<file path="config.mk">
export PLATFORM = sky130hd
export DESIGN_NAME = pulse_generator_and_edge_scalers
export DESIGN_NICKNAME = d
export VERILOG_FILES = /design/src/logic/pulse_scaler_pkg.sv /design/src/logic/pulse_generator_and_edge_scalers.sv
export VERILOG_INCLUDE_DIRS = /design/src /design/src/logic
export SDC_FILE = /design/constraint.sdc
export NUM_CORES = 2
export LEC_CHECK = 0
export BUFFER_PORTS_ARGS = -buffer_cell sky130_fd_sc_hd__buf_2
export CAP_MARGIN = 5
export CORE_ASPECT_RATIO = 2
export CORE_MARGIN = 2
export CORE_UTILIZATION = 35
export DETAILED_ROUTE_END_ITERATION = 8
export GPL_TIMING_DRIVEN = 0
export PLACE_DENSITY = 0.49
export SLEW_MARGIN = 20
export SYNTH_ARGS = -nofsm -noshare
export SYNTH_HDL_FRONTEND = slang
export SYNTH_SLANG_ARGS = --single-unit
</file>
<file path="constraint.sdc">
create_clock -name clk -period 5.65 [get_ports clk]
set_input_delay 0.2825 -clock clk [delete_from_list [all_inputs] [get_ports clk]]
set_output_delay 0.2825 -clock clk [all_outputs]
set_load 0.05 [all_outputs]
</file>
<file path="src/logic/pulse_scaler_params.svh">
// register offsets, reset values and timing counts for the pulse generator and edge counters
`ifndef PULSE_SCALER_PARAMS_SVH
`define PULSE_SCALER_PARAMS_SVH

`define ADDR_W              16
`define PERIOD_OFS          16'h0080
`define LOW_TIME_OFS        16'h0084
`define COUNT_LIMIT_OFS     16'h0088
`define LAUNCH_OFS          16'h008C
`define STATE_OFS           16'h0090
`define FREEZE_OFS          16'h0100
`define COUNTER_BASE_OFS    16'h0104
`define COUNTER_NUM         35
`define COUNTER_IDX_W       6
`define COUNTER_LAST_IDX    6'h22

`define REG_RESET           32'h00000000
`define COUNT_DISABLED      32'h00000000
`define COUNT_ENDLESS       32'h0FFFFFFF
`define COUNTER_FULL        32'hFFFFFFFF

`define TICK_NS             4
`define CLK_PERIOD_NS       20
// a tick shorter than a clock period rounds up to one cycle
`define TICK_CYCLES         (((`TICK_NS) + (`CLK_PERIOD_NS) - 1) / (`CLK_PERIOD_NS))
`define TICK_DIV_W          4

`define IDX_REF_CLOCK       0
`define IDX_BACKPLANE_SYNC  2
`define IDX_BUSY_TIME       18

`endif

</file>
<file path="src/logic/pulse_scaler_pkg.sv">
// types shared by the pulse generator and edge counter block
package pulse_scaler_pkg;

    typedef enum logic [0:0] {
        GEN_IDLE,
        GEN_RUN
    } gen_state_t;

    // monitored levels, all asynchronous to clk
    typedef struct packed {
        logic [7:0] rear_lvds_out;
        logic [7:0] rear_lvds_in;
        logic       busy;
        logic [4:0] front_lvds_out;
        logic [4:0] front_lvds_in;
        logic [1:0] front_nim_out;
        logic [1:0] backplane_trig;
        logic       backplane_sync;
        logic       global_clk;
    } monitor_pins_t;

endpackage : pulse_scaler_pkg

</file>
<file path="src/logic/pulse_generator_and_edge_scalers.sv">
// pulse-train generator and saturating edge counter bank with host register port
`timescale 1ns/100ps
`include "pulse_scaler_params.svh"

module pulse_generator_and_edge_scalers (
    input  wire logic                          clk,
    input  wire logic                          rst_n,
    input  wire logic                          reg_wr,
    input  wire logic                          reg_rd,
    input  wire logic [`ADDR_W-1:0]            reg_addr,
    input  wire logic [31:0]                   reg_wdata,
    output logic      [31:0]                   reg_rdata,
    output logic                               reg_rvalid,
    input  wire pulse_scaler_pkg::monitor_pins_t monitor_pins,
    output logic                               pulse_out,
    output logic                               pulse_done
);

    localparam int NUM  = `COUNTER_NUM;
    localparam int MW   = $bits(pulse_scaler_pkg::monitor_pins_t);

    // register file
    logic [31:0] period_q;
    logic [31:0] low_time_q;
    logic [31:0] count_limit_q;
    logic        freeze_q;

    // generator
    pulse_scaler_pkg::gen_state_t state_q;
    logic [31:0] phase_q;
    logic [31:0] delivered_q;
    logic        pulse_out_q;
    logic        pulse_done_q;
    logic [`TICK_DIV_W-1:0] tick_div_q;
    logic        tick_en;

    // bus read
    logic [31:0] rdata_q;
    logic        rvalid_q;
    logic [31:0] rdata_d;

    // counters
    logic [31:0] cnt_q [NUM];
    logic [MW-1:0] meta_q;
    logic [MW-1:0] sync_q;
    logic [MW-1:0] prev_q;
    pulse_scaler_pkg::monitor_pins_t lvl;
    pulse_scaler_pkg::monitor_pins_t old;
    logic [NUM-1:0] inc;

    logic launch_wr;
    logic clear_cnt;
    logic period_end;
    logic last_period;
    logic endless;
    logic [`ADDR_W-1:0] cnt_ofs;
    logic [`COUNTER_IDX_W-1:0] cnt_idx;
    logic cnt_hit;

    assign launch_wr   = reg_wr && (reg_addr == `LAUNCH_OFS);
    assign clear_cnt   = reg_wr && (reg_addr == `FREEZE_OFS) && !reg_wdata[0];
    assign endless     = (count_limit_q == `COUNT_ENDLESS);
    assign period_end  = (state_q == pulse_scaler_pkg::GEN_RUN) && tick_en && (phase_q == period_q - 32'h00000001);
    assign last_period = !endless && (delivered_q == count_limit_q - 32'h00000001);

    // ------------------------------------------------------------------ registers
    always_ff @(posedge clk) begin
        if (!rst_n) begin
            period_q      <= `REG_RESET;
            low_time_q    <= `REG_RESET;
            count_limit_q <= `REG_RESET;
            freeze_q      <= 1'b0;
        end else if (reg_wr) begin
            unique case (reg_addr)
                `PERIOD_OFS:      period_q      <= reg_wdata;
                `LOW_TIME_OFS:    low_time_q    <= reg_wdata;
                `COUNT_LIMIT_OFS: count_limit_q <= reg_wdata;
                `FREEZE_OFS:      freeze_q      <= reg_wdata[0];
                default: ;
            endcase
        end
    end

    // ------------------------------------------------------------------ tick divider
    always_ff @(posedge clk) begin
        if (!rst_n || tick_en) begin
            tick_div_q <= '0;
        end else begin
            tick_div_q <= tick_div_q + `TICK_DIV_W'(1);
        end
    end
    assign tick_en = (tick_div_q == `TICK_DIV_W'(`TICK_CYCLES - 1));

    // ------------------------------------------------------------------ generator state
    always_ff @(posedge clk) begin
        if (!rst_n) begin
            state_q <= pulse_scaler_pkg::GEN_IDLE;
        end else if (count_limit_q == `COUNT_DISABLED) begin
            state_q <= pulse_scaler_pkg::GEN_IDLE;
        end else if (launch_wr) begin
            // a zero period cannot hold a tick, so it never starts
            state_q <= (period_q != 32'h00000000) ? pulse_scaler_pkg::GEN_RUN
                                                  : pulse_scaler_pkg::GEN_IDLE;
        end else if (period_end && last_period) begin
            state_q <= pulse_scaler_pkg::GEN_IDLE;
        end
    end

    // phase within the period and number of periods delivered
    always_ff @(posedge clk) begin
        if (!rst_n || launch_wr) begin
            phase_q     <= 32'h00000000;
            delivered_q <= 32'h00000000;
        end else if (period_end) begin
            phase_q     <= 32'h00000000;
            delivered_q <= endless ? delivered_q : delivered_q + 32'h00000001;
        end else if (state_q == pulse_scaler_pkg::GEN_RUN && tick_en) begin
            phase_q     <= phase_q + 32'h00000001;
        end
    end

    // low phase first, then high for the remainder of the period
    always_ff @(posedge clk) begin
        if (!rst_n) begin
            pulse_out_q  <= 1'b0;
            pulse_done_q <= 1'b1;
        end else begin
            pulse_out_q  <= (state_q == pulse_scaler_pkg::GEN_RUN) && (phase_q >= low_time_q);
            pulse_done_q <= (state_q == pulse_scaler_pkg::GEN_IDLE);
        end
    end

    assign pulse_out  = pulse_out_q;
    assign pulse_done = pulse_done_q;

    // ------------------------------------------------------------------ edge counters
    // three stages: two for metastability, one as the edge reference
    always_ff @(posedge clk) begin
        if (!rst_n) begin
            meta_q <= '0;
            sync_q <= '0;
            prev_q <= '0;
        end else begin
            meta_q <= monitor_pins;
            sync_q <= meta_q;
            prev_q <= sync_q;
        end
    end

    assign lvl = sync_q;
    assign old = prev_q;

    // index map; the global clock is sampled, so above 25 MHz it undercounts
    assign inc = {
        lvl.rear_lvds_out  & ~old.rear_lvds_out,
        lvl.rear_lvds_in   & ~old.rear_lvds_in,
        lvl.busy,
        lvl.busy           & ~old.busy,
        lvl.front_lvds_out & ~old.front_lvds_out,
        lvl.front_lvds_in  & ~old.front_lvds_in,
        lvl.front_nim_out  & ~old.front_nim_out,
        lvl.backplane_trig & ~old.backplane_trig,
        lvl.backplane_sync & ~old.backplane_sync,
        lvl.global_clk     & ~old.global_clk,
        1'b1
    };

    generate
        for (genvar i = 0; i < NUM; i++) begin : g_cnt
            always_ff @(posedge clk) begin
                if (!rst_n || clear_cnt) begin
                    cnt_q[i] <= 32'h00000000;
                end else if (!freeze_q && inc[i] && cnt_q[i] != `COUNTER_FULL) begin
                    cnt_q[i] <= cnt_q[i] + 32'h00000001;
                end
            end
        end
    endgenerate

    // ------------------------------------------------------------------ read port
    assign cnt_ofs = reg_addr - `COUNTER_BASE_OFS;
    assign cnt_idx = cnt_ofs[`COUNTER_IDX_W+1:2];
    assign cnt_hit = (reg_addr >= `COUNTER_BASE_OFS) && (cnt_ofs[1:0] == 2'h0)
                  && (cnt_ofs[`ADDR_W-1:`COUNTER_IDX_W+2] == '0) && (cnt_idx <= `COUNTER_LAST_IDX);

    always_comb begin
        rdata_d = 32'h00000000;
        if (cnt_hit) begin
            rdata_d = cnt_q[cnt_idx];
        end else begin
            unique case (reg_addr)
                `PERIOD_OFS:      rdata_d = period_q;
                `LOW_TIME_OFS:    rdata_d = low_time_q;
                `COUNT_LIMIT_OFS: rdata_d = count_limit_q;
                `STATE_OFS:       rdata_d = {31'h00000000, state_q == pulse_scaler_pkg::GEN_IDLE};
                `FREEZE_OFS:      rdata_d = {31'h00000000, freeze_q};
                default:          rdata_d = 32'h00000000;
            endcase
        end
    end

    always_ff @(posedge clk) begin
        if (!rst_n) begin
            rdata_q  <= 32'h00000000;
            rvalid_q <= 1'b0;
        end else begin
            rdata_q  <= reg_rd ? rdata_d : 32'h00000000;
            rvalid_q <= reg_rd;
        end
    end

    assign reg_rdata  = rdata_q;
    assign reg_rvalid = rvalid_q;
endmodule : pulse_generator_and_edge_scalers

</file>
==> results.sh <==
export IMPL_crit_type="flip-flop to flip-flop"
export IMPL_routabilityCongestion=0.988
export IMPL_wl_met3_um=11800
export IMPL_drv_cap=0
export IMPL_top_layer="met5"
export IMPL_grt_usage_pct=25.9
export IMPL_hold_viol_final=0
export IMPL_startpoint_type="flip-flop"
export IMPL_finalCritPeriodShare_pct=101
export IMPL_dieArea_um2=237000
export IMPL_p_leak_nw=30.8
export IMPL_die_w_um=345
export IMPL_num_rows=250
export IMPL_nFillCells=22600
export IMPL_h_tree_depth=4
export IMPL_yosys_most_used_dff="edfxtp_1"
export IMPL_nets=8319
export IMPL_hp_class="input pin to flip-flop"
export IMPL_yosysSeqAreaShare_pct=48.7
export IMPL_finalSetupTns_ns=-0.188
export IMPL_layout_common_cells="1,560 x nor2_1, 1,120 x edfxtp_1, 728 x nand2_1"
export IMPL_finalMaxSlewViolations=0
export IMPL_remaining_drc_errors=0
export IMPL_syn_area_um2=81300
export IMPL_rsz0062_at_grt="no"
export IMPL_area_delta_synth_final_pct=14.2
export IMPL_layout_min_cycle_time_ns=5.69
export IMPL_synth_cell_type_count=75
export IMPL_wl_met2_um=165000
export IMPL_p_total_mw=25.7
export IMPL_cts_setup_buffers=0
export IMPL_dp_cells=11000
export IMPL_synth_fp_nets=7933
export IMPL_grt_pass1_vias=62900
export IMPL_max_vdd_ir_drop_uv=265
export IMPL_yosys_top_cells_area="edfxtp_1 41%, mux4_2 8.9%, xor2_1 7.4%"
export IMPL_slew_headroom_pct=22.1
export IMPL_crit_end="phase_q[20]"
export IMPL_cp_end_kind="flip-flop"
export IMPL_syn_avg_cell_area_um2=10.5
export IMPL_layout_drive_gt1_share_pct=11.6
export IMPL_grt_overflow_total=0
export IMPL_drt_pass1_iter_count=8
export IMPL_routed_wl_um=310000
export IMPL_startpoint="period_q[0]"
export IMPL_grt_pass1_wl_um=440000
export IMPL_cts_root_buf="clkbuf_16"
export IMPL_cts_buffers=154
export IMPL_die_h_um=686
export IMPL_coreArea_um2=231000
export IMPL_layoutNonFillerInstCount=11400
export IMPL_worst_ep_required_time_ns=6.35
export IMPL_wl_per_cell_um=27.3
export IMPL_power_density_nw_per_um2=277
export IMPL_routed_via_density=5.43
export IMPL_path_clk_slew_ns=0.06
export IMPL_yosysWarnings=0
export IMPL_hold_path_startpoint="reg_wr"
export IMPL_worstReg2RegStart="period_q[0]"
export IMPL_final_common_cell="nor2_1"
export IMPL_rr_endpoint="phase_q[20]"
export IMPL_async_reset_ff_share_pct=0
export IMPL_grt_start_max_net_pins=33
export IMPL_start_util_pct=35.1
export IMPL_regArea_um2=39600
export IMPL_synth_cells=7769
export IMPL_violations="setup timing"
export IMPL_cts_tree="done"
export IMPL_fmax_mhz=176
export IMPL_place_hpwl_um=248000
export IMPL_ff2ff_path_depth=11
export IMPL_clk_latency_ns=0.89
export IMPL_antenna_found_initial=33
export IMPL_arrival_ns=6.39
export IMPL_setup_viol=6
export IMPL_ys_seq_elements=1420
export IMPL_worstMarginPinSlew_ns=1.17
export IMPL_wl_met1_um=95900
export IMPL_synth_edf_count=1120
export IMPL_yosys_area_top_type="edfxtp_1"
export IMPL_cts_buffer_depth=4
export IMPL_ant_nets=0
export IMPL_numPortBuffers=117
export IMPL_pin_count=120
export IMPL_vias=61700
export IMPL_reg2reg_slack_ns=-0.04
export IMPL_drt_iter0_drc=4623
export IMPL_multi_input_area_um2=39800
export IMPL_worstPathMaxFanout=10
export IMPL_status="finished with violations"
export IMPL_finalWorstSetupSlack_ns=-0.0417
export IMPL_synth_top_area_share_pct=41.3
export IMPL_clock_sinks=1420
export IMPL_fin_skew_ns=0.0486
-- flip-flops by register name (all words and copies together), names as in the netlist --
| register | flops |
|---|---|
| cnt_q | 1120 |
| lvl | 33 |
| meta_q | 33 |
| old | 33 |
| count_limit_q | 32 |
| delivered_q | 32 |
| low_time_q | 32 |
| period_q | 32 |
| phase_q | 32 |
| reg_rdata | 32 |
| tick_div_q | 4 |
| freeze_q | 1 |
| pulse_done | 1 |
| pulse_out | 1 |
| reg_rvalid | 1 |
| state_q | 1 |
-- per-layer routing --
| layer | GRT usage [%] | vias up |
|---|---|---|
| met5 | 0 | - |
| met1 | 23.2 | 30800 |
| met3 | 3.24 | 738 |
| met4 | 26.0 | 6 |
| li1 | - | 28500 |
| met2 | 48.2 | 1699 |
-- where the power goes --
part	total (mW)	switching, mW	internal, mW
Combinational	2.73	1.70	1.03
Sequential	12.4	0.609	11.7
Clock	10.7	4.57	6.09
Total	25.7	6.88	18.9
-- repair_timing --
| item | CTS | global route |
|---|---|---|
| hold endpoints to repair | 132 | 0 |
| hold buffers | 66 | 0 |
| cloned | 0 | 0 |
| endpoints found under the setup margin | 3 | 1 |
| gates resized for setup | 1 | 2 |
-- layout make-up --
class                           count  share of cell area (%)
Clock buffer                      202                    4.67
Buffer                            368                    1.68
Inverter                          155                   0.626
Antenna cell                       79                   0.213
Multi-Input combinational cell   5825                    42.9
Clock inverter                     63                   0.748
Timing Repair Buffer              231                    2.42
Sequential cell                  1420                    42.7
Tap cell                         3024                    4.07
-- synthesized netlist by cell type, drive strengths merged, types with 98 or more instances --
| master | number |
|---|---|
| nor2 | 1560 |
| nor3 | 102 |
| inv | 155 |
| nand3 | 430 |
| xor2 | 690 |
| clkbuf | 235 |
| and3 | 187 |
| dfxtp | 300 |
| buf | 134 |
| nand4 | 255 |
| a21boi | 99 |
| a21oi | 98 |
| and2 | 139 |
| mux4 | 320 |
| edfxtp | 1120 |
| nand2 | 761 |
| xnor2 | 478 |
-- cells by family (layout without fill, tap and decap cells) --
logic type	count (synthesis)	after routing	share of synthesized area [%]
xor+xnor	1168	1168	12.6
simple gates	3776	3776	21.5
fa+ha+maj	79	79	1.22
flops	1420	1420	48.7
compound gates	395	395	3.43
buf+inv	524	1019	2.59
other cells	0	79	0
mux	407	407	9.93
-- critical path, cell delays in order, from the launching register on --
cell	delay, ns
dfxtp_1	0.41
inv_1	0.17
ha_1	0.29
nor4b_1	0.27
nand4_1	0.89
nor4_1	1.29
o22ai_1	0.13
nor4_1	0.23
and4_1	0.32
a21o_1	0.71
clkbuf_2	0.66
nor2_1	0.11
-- through the flow --
stage	area [um2]	setup slack, ns	utilization, %	hold WS (ns)
CTS	92600	0.133	40.0	0.00302
finish	92900	-0.0417	40.1	0.0176
detailed placement	86900	-0.722	37.6	0.423
global placement	85700	-1.60	37.0	0.421
global route	92900	0.0308	40.1	0.0276
floorplan	81300	1.64	-	0.398
-- worst min path at each step --
stage	endpoint	slack, ns	cells past startpoint
6_report	freeze_q	0.02	3
5_1_grt	freeze_q	0.03	3
4_1_cts	freeze_q	0.003	3
3_5_place_dp	lvl[4]	0.42	1
3_3_place_gp	lvl[26]	0.42	1
2_1_floorplan	pulse_done	0.40	1
Power figures use the tool's default switching activity.
